--- config.mk ---
export PLATFORM = sky130hd
export DESIGN_NAME = lan_phy_power_control
export DESIGN_NICKNAME = d
export VERILOG_FILES = /design/src/hw/lan_phy_power_pkg.sv /design/src/hw/lan_phy_power_control.sv
export VERILOG_INCLUDE_DIRS = /design/src /design/src/hw
export SDC_FILE = /design/constraint.sdc
export NUM_CORES = 1
export LEC_CHECK = 0
export ABC_CLOCK_PERIOD_IN_PS = 2050
export BUFFER_PORTS_ARGS = -buffer_cell sky130_fd_sc_hd__buf_4
export CAP_MARGIN = 40
export CELL_PAD_IN_SITES_DETAIL_PLACEMENT = 0
export CELL_PAD_IN_SITES_GLOBAL_PLACEMENT = 1
export CORE_MARGIN = 2
export CORE_UTILIZATION = 44
export CTS_BUF_LIST = sky130_fd_sc_hd__clkbuf_2
export DETAILED_ROUTE_END_ITERATION = 7
export PLACE_DENSITY_LB_ADDON = 0.1
export SLEW_MARGIN = 20
export SYNTH_ARGS = -nofsm -noshare
export SYNTH_HDL_FRONTEND = slang
export SYNTH_SLANG_ARGS = --single-unit
--- constraint.sdc ---
create_clock -name clk_sys_i -period 2.05 [get_ports clk_sys_i]
set_input_delay 0.41 -clock clk_sys_i [delete_from_list [all_inputs] [get_ports clk_sys_i]]
set_output_delay 0.41 -clock clk_sys_i [all_outputs]
set_load 0.01 [all_outputs]
--- src/hw/lan_phy_power_defs.svh ---
// Constant definitions for the LAN PHY power and wake control block.
`ifndef LAN_PHY_POWER_DEFS_SVH
`define LAN_PHY_POWER_DEFS_SVH
`define LPP_SYS_STATE_W     2
`define LPP_SYS_WORKING     2'h0
`define LPP_SYS_SOFT_OFF    2'h1
`define LPP_SYS_DEEP_SLEEP  2'h2
`define LPP_CLK_PERIOD_NS   8
`define LPP_WAKE_FILTER_NS  64
`define LPP_WAKE_FILTER_CYC ((`LPP_WAKE_FILTER_NS + `LPP_CLK_PERIOD_NS - 1) / `LPP_CLK_PERIOD_NS)
`define LPP_PC_HOLD_NS      800
`define LPP_PC_HOLD_CYC     ((`LPP_PC_HOLD_NS + `LPP_CLK_PERIOD_NS - 1) / `LPP_CLK_PERIOD_NS)
`endif

--- src/hw/lan_phy_power_pkg.sv ---
// Types for the LAN PHY power and wake control block.
package lan_phy_power_pkg;
   typedef enum logic [1:0] {
      PC_UNDRIVEN = 2'b00,
      PC_DRIVE_HI = 2'b01,
      PC_DRIVE_LO = 2'b10
   } pc_state_t;
endpackage

--- src/hw/lan_phy_power_control.sv ---
// PHY sleep, power control and wake logic in the deep-sleep well.
`timescale 1ns/1ps
`include "lan_phy_power_defs.svh"
// Overview of the block.
// The block sits in the deep-sleep well and keeps three pins in order: the LAN sleep output,
// the PHY power control pin with its output enable, and the filtered wake input from the PHY.
// The sleep output is a plain registered decode of the firmware enable and the sleep request.
// The power control pin is run by a three-state machine: released, driven high, driven low.
// Released means the output enable is low and the board pull decides the level at the PHY.
// Driving low is the only way to put the PHY into its low-power state, so it is guarded
// against the sleep output: the low drive is never allowed while sleep is asserted.
// In the low-power system states the pin is released unless a wake is pending or the
// management engine asks for it, which lets the engine keep the PHY under its own control.
// After any reset the pin stays released for a hold time, so the PHY sees no drive
// during reset and immediately after it, while the well supply settles.
// The wake input is filtered over a number of cycles; one event is reported per assertion,
// and the sticky pending flag stays up until it is acknowledged.
// Limitation: all inputs are taken as synchronous to the clock; the wake pin must be
// synchronised upstream if it comes straight from the board.
module lan_phy_power_control
   import lan_phy_power_pkg::*;
#(
   parameter int WAKE_FILTER_CYC = `LPP_WAKE_FILTER_CYC,
   parameter int PC_HOLD_CYC     = `LPP_PC_HOLD_CYC
) (
   input  wire logic                         clk_sys_i,
   input  wire logic                         sys_rst_i,
   input  wire logic                         deep_well_power_good_i,
   input  wire logic                         lan_enable_cfg_i,
   input  wire logic [`LPP_SYS_STATE_W-1:0]  sys_state_i,
   input  wire logic                         lan_sleep_req_i,
   input  wire logic                         phy_idle_req_i,
   input  wire logic                         engine_phy_req_i,
   input  wire logic                         phy_wake_n_i,
   input  wire logic                         wake_ack_i,
   output logic                              lan_sleep_n_o,
   output logic                              phy_power_ctl_o,
   output logic                              phy_power_ctl_oe_o,
   output logic                              wake_event_o,
   output logic                              wake_pending_o
);
   import lan_phy_power_pkg::*;

   // Either reset source clears the well; power-good low is the well's own reset.
   logic        rst;
   logic [7:0]  wake_cnt;
   logic        wake_seen;
   logic [7:0]  hold_cnt;
   logic        low_power_sys;
   logic        want_low;
   logic        want_drive;
   pc_state_t   pc_state;
   pc_state_t   next_pc_state;
   logic        wake_hit;

   // The wake qualifier feeds both the pulse and the sticky flag, so it lives in one place.
   // It is true on the single cycle in which the filter count completes.
   function automatic logic wake_qualifies(
      input logic [7:0] cnt,
      input logic       wake_n,
      input logic       seen
   );
      return (cnt == 8'(WAKE_FILTER_CYC - 1)) && !wake_n && !seen;
   endfunction

   // Soft-off and deep sleep are the low-power states; the spare code is treated as working.
   function automatic logic is_low_power(
      input logic [`LPP_SYS_STATE_W-1:0] state
   );
      return (state == `LPP_SYS_SOFT_OFF) || (state == `LPP_SYS_DEEP_SLEEP);
   endfunction

   assign rst           = sys_rst_i | ~deep_well_power_good_i;
   assign low_power_sys = is_low_power(sys_state_i);
   assign wake_hit      = wake_qualifies(wake_cnt, phy_wake_n_i, wake_seen);

   // Sleep output: low when the controller is disabled or the system asks for LAN sleep.
   // It resets low, so a disabled controller never shows a high pulse at power-up.
   always_ff @(posedge clk_sys_i) begin
      if (rst) begin
         lan_sleep_n_o <= 1'b0;
      end else if (!lan_enable_cfg_i) begin
         lan_sleep_n_o <= 1'b0;
      end else begin
         lan_sleep_n_o <= ~lan_sleep_req_i;
      end
   end

   // Wake input is filtered so a glitch on the pulled-up line is not taken as an event.
   // The seen flag blocks a second event until the line has gone high again.
   always_ff @(posedge clk_sys_i) begin
      if (rst) begin
         wake_cnt  <= 8'h00;
         wake_seen <= 1'b0;
      end else if (phy_wake_n_i) begin
         wake_cnt  <= 8'h00;
         wake_seen <= 1'b0;
      end else if (wake_cnt < 8'(WAKE_FILTER_CYC - 1)) begin
         wake_cnt <= wake_cnt + 8'h01;
      end else begin
         wake_seen <= 1'b1;
      end
   end

   always_ff @(posedge clk_sys_i) begin
      if (rst) begin
         wake_event_o <= 1'b0;
      end else begin
         wake_event_o <= wake_hit;
      end
   end

   // A new event wins over an acknowledge in the same cycle.
   always_ff @(posedge clk_sys_i) begin
      if (rst) begin
         wake_pending_o <= 1'b0;
      end else if (wake_hit) begin
         wake_pending_o <= 1'b1;
      end else if (wake_ack_i) begin
         wake_pending_o <= 1'b0;
      end
   end

   // Drive decision. Low is only allowed with lan_sleep_n high, checked on the registered output.
   always_comb begin
      // The low drive needs the sleep output high now and still high after this edge.
      // That is exactly an enabled controller with no sleep request; checking only the request
      // would let a disable drop the sleep output on the same edge that the pin goes low.
      want_low   = phy_idle_req_i
                   && lan_sleep_n_o
                   && lan_enable_cfg_i
                   && !lan_sleep_req_i;
      want_drive = !low_power_sys || wake_pending_o || engine_phy_req_i;
      next_pc_state = PC_UNDRIVEN;
      case (pc_state)
         PC_UNDRIVEN: begin
            if (want_drive && hold_cnt == 8'h00) begin
               next_pc_state = want_low ? PC_DRIVE_LO : PC_DRIVE_HI;
            end
         end
         PC_DRIVE_HI: begin
            if (!want_drive) begin
               next_pc_state = PC_UNDRIVEN;
            end else if (want_low) begin
               next_pc_state = PC_DRIVE_LO;
            end else begin
               next_pc_state = PC_DRIVE_HI;
            end
         end
         PC_DRIVE_LO: begin
            if (!want_drive) begin
               next_pc_state = PC_UNDRIVEN;
            end else if (!want_low) begin
               next_pc_state = PC_DRIVE_HI;
            end else begin
               next_pc_state = PC_DRIVE_LO;
            end
         end
         default: begin
            next_pc_state = PC_UNDRIVEN;
         end
      endcase
   end

   // After reset the pin stays released for a hold time so it is undriven right after release.
   // The hold only gates leaving the released state; a later release of the pin is immediate.
   always_ff @(posedge clk_sys_i) begin
      if (rst) begin
         hold_cnt <= 8'(PC_HOLD_CYC);
      end else if (hold_cnt != 8'h00) begin
         hold_cnt <= hold_cnt - 8'h01;
      end
   end

   always_ff @(posedge clk_sys_i) begin
      if (rst) begin
         pc_state <= PC_UNDRIVEN;
      end else begin
         pc_state <= next_pc_state;
      end
   end

   // Outputs follow the next state so the pin and its enable are flip-flops, not decodes.
   // The pin value rests high when released; enabling the driver goes straight to a low when want_low is set.
   always_ff @(posedge clk_sys_i) begin
      if (rst) begin
         phy_power_ctl_o    <= 1'b1;
         phy_power_ctl_oe_o <= 1'b0;
      end else begin
         phy_power_ctl_o    <= (next_pc_state != PC_DRIVE_LO);
         phy_power_ctl_oe_o <= (next_pc_state != PC_UNDRIVEN);
      end
   end
endmodule

==> results of run 1 <==
[final timing paths]
path | from | endpoint | slack, ns
worst min-delay path | lan_sleep_req_i | lan_sleep_n_o$_SDFF_PP0_ | 0.21
worst min register to register | wake_cnt[6]$_SDFFE_PP0N_ | wake_cnt[6]$_SDFFE_PP0N_ | 0.49
worst max-delay path | hold_cnt[0]$_SDFFE_PP0P_ | phy_power_ctl_o$_SDFF_PP1_ | 0.45
worst max register to register | hold_cnt[0]$_SDFFE_PP0P_ | phy_power_ctl_o$_SDFF_PP1_ | 0.45
[flip-flops by register name, indices dropped and copies added, names as in the netlist]
signal              flops
pc_state                2
phy_power_ctl_oe_o      1
wake_event_o            1
wake_cnt                8
lan_sleep_n_o           1
wake_seen               1
wake_pending_o          1
hold_cnt                8
phy_power_ctl_o         1
[area by class of cell]
cell class / instances / area share [%]
multi-input cells: 70 / 42.5
flip-flops and latches: 24 / 40.4
repair buffers: 17 / 10.7
well taps: 28 / 2.94
inverters: 6 / 1.89
clock buffers: 3 / 1.26
clock inverters: 1 / 0.315
[placed cells by master, fill, tap and decap left out, types with 4 or more instances in the layout]
cell type and instances:
buf_4 17, dfxtp_1 24, ha_1 5, inv_1 6
nand2_1 4, nor3_1 9, o21ai_0 4
[per-layer routing]
metal	share of wire (%)	up-vias	global-route usage [%]
li1	-	415	-
met1	56	351	24.5
met2	38	14	20.7
met3	3.2	4	2.59
met4	2.1	0	7.89
met5	0	-	0
[worst register-to-register path, stage by stage (launching register included)]
cell and delay [ns]:
dfxtp_1 0.38, inv_1 0.10, ha_1 0.17, nor4b_4 0.28
a31oi_1 0.20, or3_1 0.39
[where the power goes]
part           internal [µW]  total, µW  switching [µW]
Sequential               475        485            9.47
Combinational           35.0       63.8            28.8
Clock                   42.4        179             136
Total                    553        727             174
[per-stage QoR]
| stage | power, µW | setup WS (ns) |
|---|---|---|
| floorplan | 528 | 0.603 |
| detailed placement | 558 | 0.476 |
| CTS | 739 | 0.470 |
| finish | 727 | 0.453 |
| global route | 763 | 0.297 |
| global placement | 557 | 0.526 |
[cell families (layout without fill, tap and decap cells)]
logic type	Yosys count	count (layout)
DFF	24	24
AOI/OAI and AO/OA	17	17
and+or+nand+nor	43	43
xor gates and xnor gates	3	3
buffers and inverters	7	27
muxes	2	2
adders and majority gates	5	5
==> run summary, run 1 <==
Status: finished, final reports clean
Clock transition at path regs: 0.22 ns
Cells after Synth: 101
Initial core utilization: 46.2%
Core area: 2190 µm²
Clock skew: 0.00688 ns
Post-route insts no fill: 149
Crit path max-delay cell type: or3_1
Synth Flop Type: dfxtp_1
Die X: 52.0 µm
Dpl cell area: 1170 µm²
Slew HR: 61.4%
Setup Buffers After CTS: 0
Final core utilization: 54.3%
GP Congestion: 0.825
Async SR Flop Fraction: 0%
Hold Fails Final Rpt: 0
Number of DRC markers in iteration 0: 13
Simple-gate portion of the synthesized area: 28.2%
Reg2reg path depth: 5
Area of the mapped netlist: 1010 µm²
Hold_buf cts: 0
Worst Setup End Kind: flop
Synth top area share: 47.5%
Cell leakage power: 0.000459 µW
Final Cell Area: 1190 µm²
Via-to-Cell Ratio: 5.26
Die area: 2700 µm²
Antenna violations before repair: 0
Hold depth: 2
CP Data Arrival Time: 1.84 ns
Sequential Area: 480 µm²
Fin crit period: 1.60 ns
N_diodes: 0
First-pass GRT wire length: 3140 µm
Sum of negative setup slack: 0 ns
Final WL: 1790 µm
Maximum net fanout on the critical path: 5
Slew Limit Fails: 0
Period Utilization, post-route: 77.9%
Clock buffer count from CTS: 3
Rows: 17
Post-cts sizing count: 0
Nets: 138
Syn nets: 117
Residual DRC: 0
Max rail drop VDD: 0.000315 V
Post-DP HPWL: 1410 µm
Levels on crit path: 5
CP cell instances: inv_1 > ha_1 > nor4b_4 > a31oi_1 > or3_1
Synth Area in Compound Gates: 11.0%
Top post-synthesis cells by area: dfxtp_1 (47%), ha_1 (6.2%), nor3_1 (4.4%)
Synth Area in Adders: 6.18%
Most common cell in the netlist: dfxtp_1
CTS root buf: clkbuf_2
Synthesis-stage register bit count: 24
CP bufs+invs: 1
Family with the most delay on the worst path: simple AND/OR/NAND/NOR gates
Worst Hold Class: input port to flop
Pin count of the biggest net entering global routing: 14
Ys Warns: 0
F_max: 626 MHz
Vias in the first global route: 709
MaxCap Viol Count: 0
Setup CP Type: flop to flop
Sequential fraction of the synthesis area: 47.5%
Area of the multi-input gates: 505 µm²
Slew at the pin with the worst max-slew slack: 0.574 ns
Gr usage total: 15.9%
IO Port Bufs: 15
Post-route ant nets: 0
Via count: 784
CP max stage delay: 0.39 ns
Pwr dens: 611 nW/µm²
Final setup violation count: 0
Wire per inst: 12.0 µm
Area Growth Syn to Fin: 17.6%
DRT Pass-1 Iters: 4
Main combinational cell family by area after synthesis: simple AND/OR/NAND/NOR gates
Top Ports: 16
XOR/XNOR share of the synthesized area: 2.60%
Inst Count DP: 145
TritonCTS clock tree: built
Filler cell count: 214
TritonCTS Sinks: 24
Die Ht: 52.0 µm
Clk_lat worst skew: 0.32 ns
Total gr overflow: 0
Yosys cell types: 37
Unrepaired setup endpoints after global routing: no
Post-synth EDFFs: 0
WHS: 0.208 ns
Required time of the critical path: 2.29 ns
Area leader, netlist: dfxtp_1
Htree depth: 1
Longest Clk Path Bufs: 2
Post-synthesis mux area share: 1.98%
Critical Path Source Type: flop
Syn Area/Cell: 10.0 µm²
Share of cells above drive strength 1: 19.8%
Commonest cells post-synth: dfxtp_1 (24), nor3_1 (9), inv_1 (6)
(Power assumes the default switching activity.)
==> run 2: changes to the inputs <==
--- a/config.mk
+++ b/config.mk
@@ -6,7 +6,7 @@
 export SDC_FILE = /design/constraint.sdc
 export NUM_CORES = 1
 export LEC_CHECK = 0
-export ABC_CLOCK_PERIOD_IN_PS = 2050
+export ABC_CLOCK_PERIOD_IN_PS = 1510
 export BUFFER_PORTS_ARGS = -buffer_cell sky130_fd_sc_hd__buf_4
 export CAP_MARGIN = 40
 export CELL_PAD_IN_SITES_DETAIL_PLACEMENT = 0
==> constraint.sdc (replaced) <==
create_clock -name clk_sys_i -period 1.51 [get_ports clk_sys_i]
set_input_delay 0.302 -clock clk_sys_i [delete_from_list [all_inputs] [get_ports clk_sys_i]]
set_output_delay 0.302 -clock clk_sys_i [all_outputs]
set_load 0.01 [all_outputs]
==> run 2 against run 1 <==
Against the previous run:
- critical path depth stayed put
- utilization grew 3.9 points
- maximum frequency is 10% higher
- flip-flop and latch count stayed put
- power rose by 36%
- design area increased by 7.2%
- count of clock-buffer cells in the layout unchanged
- hold slack got worse by 0.10 ns
- highest routed layer unchanged
==> run summary, run 2 (synthesized netlist as in run 1, its figures left out) <==
Post-DP HPWL: 1550 µm (+9.7%)
CP Data Arrival Time: 1.69 ns (-0.15 ns)
Sw power: 235 µW (+34%)
Hold_buf cts: 0 (unchanged)
Die X: 52.0 µm (unchanged)
Dpl cell area: 1220 µm² (+3.8%)
Tot Pwr: 990 µW (+36%)
Clock power share: 23.4% (-1.2 points)
Hold endpoint: lan_sleep_n_o$_SDFF_PP0_
IO Port Bufs: 15 (unchanged)
F_max: 691 MHz (+10%)
Internal power: 755 µW (+37%)
Die area: 2700 µm² (unchanged)
Wire per inst: 12.8 µm (+6.8%)
Unrepaired setup endpoints after global routing: no
MaxCap Viol Count: 0 (unchanged)
Sum of negative setup slack: 0 ns (unchanged)
CP bufs+invs: 1 (unchanged)
Most frequent cells in the layout: buf_4 (26), dfxtp_1 (20), nor3_1 (9)
Total gr overflow: 0 (unchanged)
Fin crit period: 1.45 ns (-0.149 ns)
Clk_lat worst skew: 0.32 ns (about the same)
Sw frac: 23.7% (-0.30 points)
CTS root buf: clkbuf_2
Levels on crit path: 5 (unchanged)
Initial core utilization: 46.2% (unchanged)
CP cell instances: inv_2 > ha_2 > or4b_4 > nor3_1 > nor3_1
Clock skew: 0.00331 ns (-0.00357 ns)
Residual DRC: 0 (unchanged)
Pin count of the biggest net entering global routing: 13 (-1)
Clock buffer count from CTS: 3 (unchanged)
Cell leakage power: 0.000503 µW (+9.6%)
TritonCTS clock tree: built
Critical Path Source Type: flop
Part of the power in registers: 66.4% (-0.3 points)
Max rail drop VDD: 0.000632 V (+100%)
Share of cells above drive strength 1: 32.6% (+13 points)
Vias in the first global route: 793 (+12%)
Number of DRC markers in iteration 0: 17 (+4)
Rows: 17 (unchanged)
Largest registers: hold_cnt x8, wake_cnt x8, pc_state x2
Min-delay src: lan_sleep_req_i
Htree depth: 1 (unchanged)
Hold Fails Final Rpt: 0 (unchanged)
Worst Hold Class: input port to flop
Required time of the critical path: 1.75 ns (-0.54 ns)
Area Growth Syn to Fin: 26.0%
Crit Reg-Reg Endpoint: hold_cnt[0]$_SDFFE_PP0P_
TritonCTS Sinks: 24 (unchanged)
Via-to-Cell Ratio: 5.25 (-0.13%)
Core area: 2190 µm² (unchanged)
Hold depth: 2 (unchanged)
Worst Setup End Kind: flop
Post-route ant nets: 0 (unchanged)
Status: finished, final reports clean
Maximum net fanout on the critical path: 4 (-1)
Setup CP Type: flop to flop
Crit path max-delay cell type: or4b_4
Slew Limit Fails: 0 (unchanged)
Slew at the pin with the worst max-slew slack: 0.337 ns (-0.237 ns)
DRT Pass-1 Iters: 4 (unchanged)
Family with the most delay on the worst path: simple AND/OR/NAND/NOR gates
Reg2reg path depth: 5 (unchanged)
FF-to-FF Start: hold_cnt[1]$_SDFFE_PP0P_
Final Cell Area: 1270 µm² (+7.2%)
CP max stage delay: 0.50 ns (+0.11 ns)
Pwr dens: 776 nW/µm² (+27%)
Clock transition at path regs: 0.20 ns (-0.02 ns)
Top Ports: 16 (unchanged)
Antenna violations before repair: 0 (unchanged)
Worst slack, placed: -0.0425 ns (-0.519 ns)
Commonest non-fill, non-tap cell in the layout: buf_4
Slew HR: 77.4% (+16 points)
Nets: 147 (+6.5%)
Final WS setup: 0.0624 ns (-0.391 ns)
Longest Clk Path Bufs: 2 (unchanged)
R2r setup slk: 0.06 ns (-0.39 ns)
Via count: 825 (+5.2%)
Die Ht: 52.0 µm (unchanged)
GP Congestion: 0.936 (+13%)
Final WL: 2020 µm (+12%)
Period Utilization, post-route: 95.9% (+18 points)
CP most frequent cell: nor3_1
First-pass GRT wire length: 3430 µm (+9.2%)
Comb pwr share: 10.2% (+1.4 points)
Final setup violation count: 0 (unchanged)
Gr usage total: 17.4% (+1.5 points)
N_diodes: 0 (unchanged)
[run 2: cell types whose count changed in the layout (fill, tap and decap cells not counted), sizes merged]
cell / delta
buf: +9
clkinv: -1
[run 2: layout make-up]
| cell class | instances | area, µm² |
|---|---|---|
| Multi-Input combinational cell | 70 | 519 |
| Tap cell | 28 | 35.0 |
| Fill cell | 193 | 916 |
| Sequential cell | 24 | 488 |
| Inverter | 6 | 22.5 |
| Clock buffer | 3 | 15.0 |
| Timing Repair Buffer | 26 | 195 |
[run 2: power by group through the flow]
stage	Clock, µW	Sequential [µW]	Combinational [µW]
detailed placement	0	669	95.5
global route	258	660	111
CTS	246	657	96.0
floorplan	0	667	49.6
global placement	0	669	94.4
finish	231	657	101
[run 2: metal layers]
metal	global-route usage [%]	routed length, µm	vias up
met3	2.87	87	2
met4	9.21	16	0
li1	-	-	427
met5	0	0	-
met2	26.6	935	20
met1	23.2	977	376
[run 2: how the worst max path moves through the flow]
stage,start,to
2_1_floorplan,hold_cnt[0]$_SDFFE_PP0P_,phy_power_ctl_o$_SDFF_PP1_
3_3_place_gp,hold_cnt[0]$_SDFFE_PP0P_,phy_power_ctl_o$_SDFF_PP1_
3_5_place_dp,hold_cnt[1]$_SDFFE_PP0P_,hold_cnt[2]$_SDFFE_PP1P_
4_1_cts,hold_cnt[1]$_SDFFE_PP0P_,phy_power_ctl_o$_SDFF_PP1_
5_1_grt,hold_cnt[4]$_SDFFE_PP0P_,hold_cnt[6]$_SDFFE_PP1P_
6_report,hold_cnt[1]$_SDFFE_PP0P_,hold_cnt[0]$_SDFFE_PP0P_
[run 2: repair_timing]
item / 4_1_cts / 5_1_grt
buffers inserted: 1 / 2
gates resized for setup: 2 / 11
gates cloned: 0 / 0
pin swaps: 0 / 3
endpoints found under the setup margin: 3 / 9
[run 2: worst register-to-register path, stage by stage, from the launching register on]
cell,delay [ns]
dfxtp_2,0.38
inv_2,0.06
ha_2,0.17
or4b_4,0.50
nor3_1,0.18
nor3_1,0.07
[run 2: metrics by stage]
step	std cells	util, %	hold WS [ns]
final	157	58.2	0.105
after floorplan	101	-	0.378
after global placement	151	55.5	0.445
after CTS	155	56.8	0.0802
after detailed placement	151	55.5	0.448
after global routing	157	58.2	0.0819
==> run 3: changes to the inputs <==
--- a/config.mk
+++ b/config.mk
@@ -6,7 +6,7 @@
 export SDC_FILE = /design/constraint.sdc
 export NUM_CORES = 1
 export LEC_CHECK = 0
-export ABC_CLOCK_PERIOD_IN_PS = 1510
+export ABC_CLOCK_PERIOD_IN_PS = 1650
 export BUFFER_PORTS_ARGS = -buffer_cell sky130_fd_sc_hd__buf_4
 export CAP_MARGIN = 40
 export CELL_PAD_IN_SITES_DETAIL_PLACEMENT = 0
==> constraint.sdc (replaced) <==
create_clock -name clk_sys_i -period 1.65 [get_ports clk_sys_i]
set_input_delay 0.33 -clock clk_sys_i [delete_from_list [all_inputs] [get_ports clk_sys_i]]
set_output_delay 0.33 -clock clk_sys_i [all_outputs]
set_load 0.01 [all_outputs]
==> run 3 against run 2 <==
Against the previous run:
- count of clock-buffer cells in the layout unchanged
- worst setup slack improved by 0.044 ns
- sequential power down 8.2%
- first-iteration DRC count fell by 5.9%
- critical path depth is the same
- register-to-register slack gained 0.04 ns
- maximum frequency down 6.2%
- flip-flop and latch count unchanged
- design area fell by 1.9%
- utilization is 1.1 points lower
- routed wire length decreased by 4.9%
- combinational power down 16%
- critical path type unchanged
==> run summary, run 3 (synthesized netlist as in run 1, its figures left out) <==
Clock transition at path regs: 0.23 ns (+0.03 ns)
Hold_buf cts: 0 (unchanged)
Slew HR: 76.5% (-0.84 points)
Post-route insts no fill: 153 (-2.5%)
Number of DRC markers in iteration 0: 16 (-1)
Largest registers: hold_cnt x8, wake_cnt x8, pc_state x2
Via-to-Cell Ratio: 5.31 (+1.1%)
Htree depth: 1 (unchanged)
Hold depth: 2 (unchanged)
Reg2reg path depth: 5 (unchanged)
Pwr dens: 858 nW/µm² (+11%)
Gr usage total: 16.2% (-1.1 points)
Sum of negative setup slack: 0 ns (unchanged)
Min-delay src: lan_sleep_req_i
Final setup violation count: 0 (unchanged)
Hold Fails Final Rpt: 0 (unchanged)
DRT Pass-1 Iters: 4 (unchanged)
F_max: 648 MHz (-6.2%)
Total gr overflow: 0 (unchanged)
Status: finished, final reports clean
Commonest non-fill, non-tap cell in the layout: dfxtp_1
Period Utilization, post-route: 93.6% (-2.3 points)
Final Cell Area: 1250 µm² (-1.9%)
Dpl cell area: 1200 µm² (-1.2%)
Max rail drop VDD: 0.000655 V (+3.7%)
Top Ports: 16 (unchanged)
Final WL: 1920 µm (-4.9%)
Initial core utilization: 46.2% (unchanged)
Cell leakage power: 0.000489 µW (-2.7%)
Die area: 2700 µm² (unchanged)
Worst Hold Class: input port to flop
First-pass GRT wire length: 3210 µm (-6.4%)
Longest Clk Path Bufs: 2 (unchanged)
Clock buffer count from CTS: 3 (unchanged)
Inst Count DP: 149 (-1.3%)
MaxCap Viol Count: 0 (unchanged)
Pin count of the biggest net entering global routing: 15 (+2)
GP Congestion: 0.907 (-3.1%)
CP Data Arrival Time: 1.80 ns (+0.11 ns)
FF-to-FF Start: hold_cnt[1]$_SDFFE_PP0P_
CTS root buf: clkbuf_2
Via count: 813 (-1.5%)
Core area: 2190 µm² (unchanged)
Most frequent cells in the layout: dfxtp_1 (22), buf_4 (21), nor3_1 (9)
Fin crit period: 1.54 ns (+0.0961 ns)
Share of cells above drive strength 1: 26.4% (-6.2 points)
Worst Setup End Kind: flop
Vias in the first global route: 724 (-8.7%)
TritonCTS Sinks: 24 (unchanged)
Hold endpoint: lan_sleep_n_o$_SDFF_PP0_
Die Ht: 52.0 µm (unchanged)
Critical Path Source Type: flop
Slew Limit Fails: 0 (unchanged)
Crit Reg-Reg Endpoint: phy_power_ctl_o$_SDFF_PP1_
Die X: 52.0 µm (unchanged)
Post-DP HPWL: 1440 µm (-7.1%)
Clock skew: 0.00631 ns (+0.00300 ns)
Required time of the critical path: 1.90 ns (+0.15 ns)
Maximum net fanout on the critical path: 5 (+1)
Clk_lat worst skew: 0.34 ns (+0.02 ns)
Wire per inst: 12.5 µm (-2.4%)
R2r setup slk: 0.11 ns (+0.04 ns)
Nets: 142 (-3.4%)
IO Port Bufs: 15 (unchanged)
Residual DRC: 0 (unchanged)
Slew at the pin with the worst max-slew slack: 0.348 ns (+0.0108 ns)
TritonCTS clock tree: built
Setup CP Type: flop to flop
N_diodes: 0 (unchanged)
Unrepaired setup endpoints after global routing: no
Antenna violations before repair: 0 (unchanged)
Rows: 17 (unchanged)
Area Growth Syn to Fin: 23.6%
Post-route ant nets: 0 (unchanged)
## run 3: changes by cell type in the layout (fill, tap and decap cells not counted), sizes merged
cell	delta
bufinv	+1
buf	-5
## run 3: worst max-delay path by stage
stage,from,endpoint
2_1_floorplan,hold_cnt[0]$_SDFFE_PP0P_,phy_power_ctl_o$_SDFF_PP1_
3_3_place_gp,hold_cnt[0]$_SDFFE_PP0P_,phy_power_ctl_o$_SDFF_PP1_
3_5_place_dp,hold_cnt[0]$_SDFFE_PP0P_,phy_power_ctl_o$_SDFF_PP1_
4_1_cts,hold_cnt[0]$_SDFFE_PP0P_,phy_power_ctl_o$_SDFF_PP1_
5_1_grt,hold_cnt[1]$_SDFFE_PP0P_,phy_power_ctl_o$_SDFF_PP1_
6_report,hold_cnt[1]$_SDFFE_PP0P_,phy_power_ctl_o$_SDFF_PP1_
## run 3: final cells by class
class                      count  area [µm²]
timing repair buffer          21         158
inverter                       6        22.5
tap                           28        35.0
sequential                    24         483
fill                         201         940
clock inverter                 1        30.0
clock buffer                   3        15.0
multi-input combinational     70         508
## run 3: worst max-delay path, stage by stage (launching register included)
cell and delay, ns:
dfxtp_2 0.39, inv_1 0.08, ha_2 0.18, nor4b_4 0.28
a31oi_1 0.15, or3_1 0.39
## run 3: repair_timing
item	4_1_cts	5_1_grt
endpoints found under the setup margin	0	2
gates resized for setup	0	4
buffers inserted	0	0
## run 3: metal layers
| metal | wire [µm] | GRT usage (%) | part of all wire (%) | vias to the layer above |
|---|---|---|---|---|
| met2 | 821 | 21.7 | 43 | 21 |
| met3 | 79 | 2.59 | 4.1 | 4 |
| met5 | 0 | 0 | 0 | - |
| met1 | 986 | 24.3 | 51 | 366 |
| met4 | 31 | 9.21 | 1.6 | 0 |
| li1 | - | - | - | 422 |
## run 3: where the power goes
| group | internal, µW | switching, µW | total [µW] |
|---|---|---|---|
| clock network | 209 | 177 | 386 |
| logic | 47.0 | 37.5 | 84.5 |
| registers | 591 | 12.3 | 603 |
| total | 847 | 227 | 1070 |
## run 3: metrics by stage
step | util (%) | hold slack, ns | setup WS (ns) | power (µW)
after global routing | 57.1 | 0.0751 | 0.0105 | 1120
after CTS | 56.9 | 0.0894 | 0.0917 | 1090
after detailed placement | 54.8 | 0.449 | 0.126 | 697
final | 57.1 | 0.110 | 0.106 | 1070
after floorplan | - | 0.406 | 0.203 | 656
after global placement | 54.8 | 0.444 | 0.177 | 696
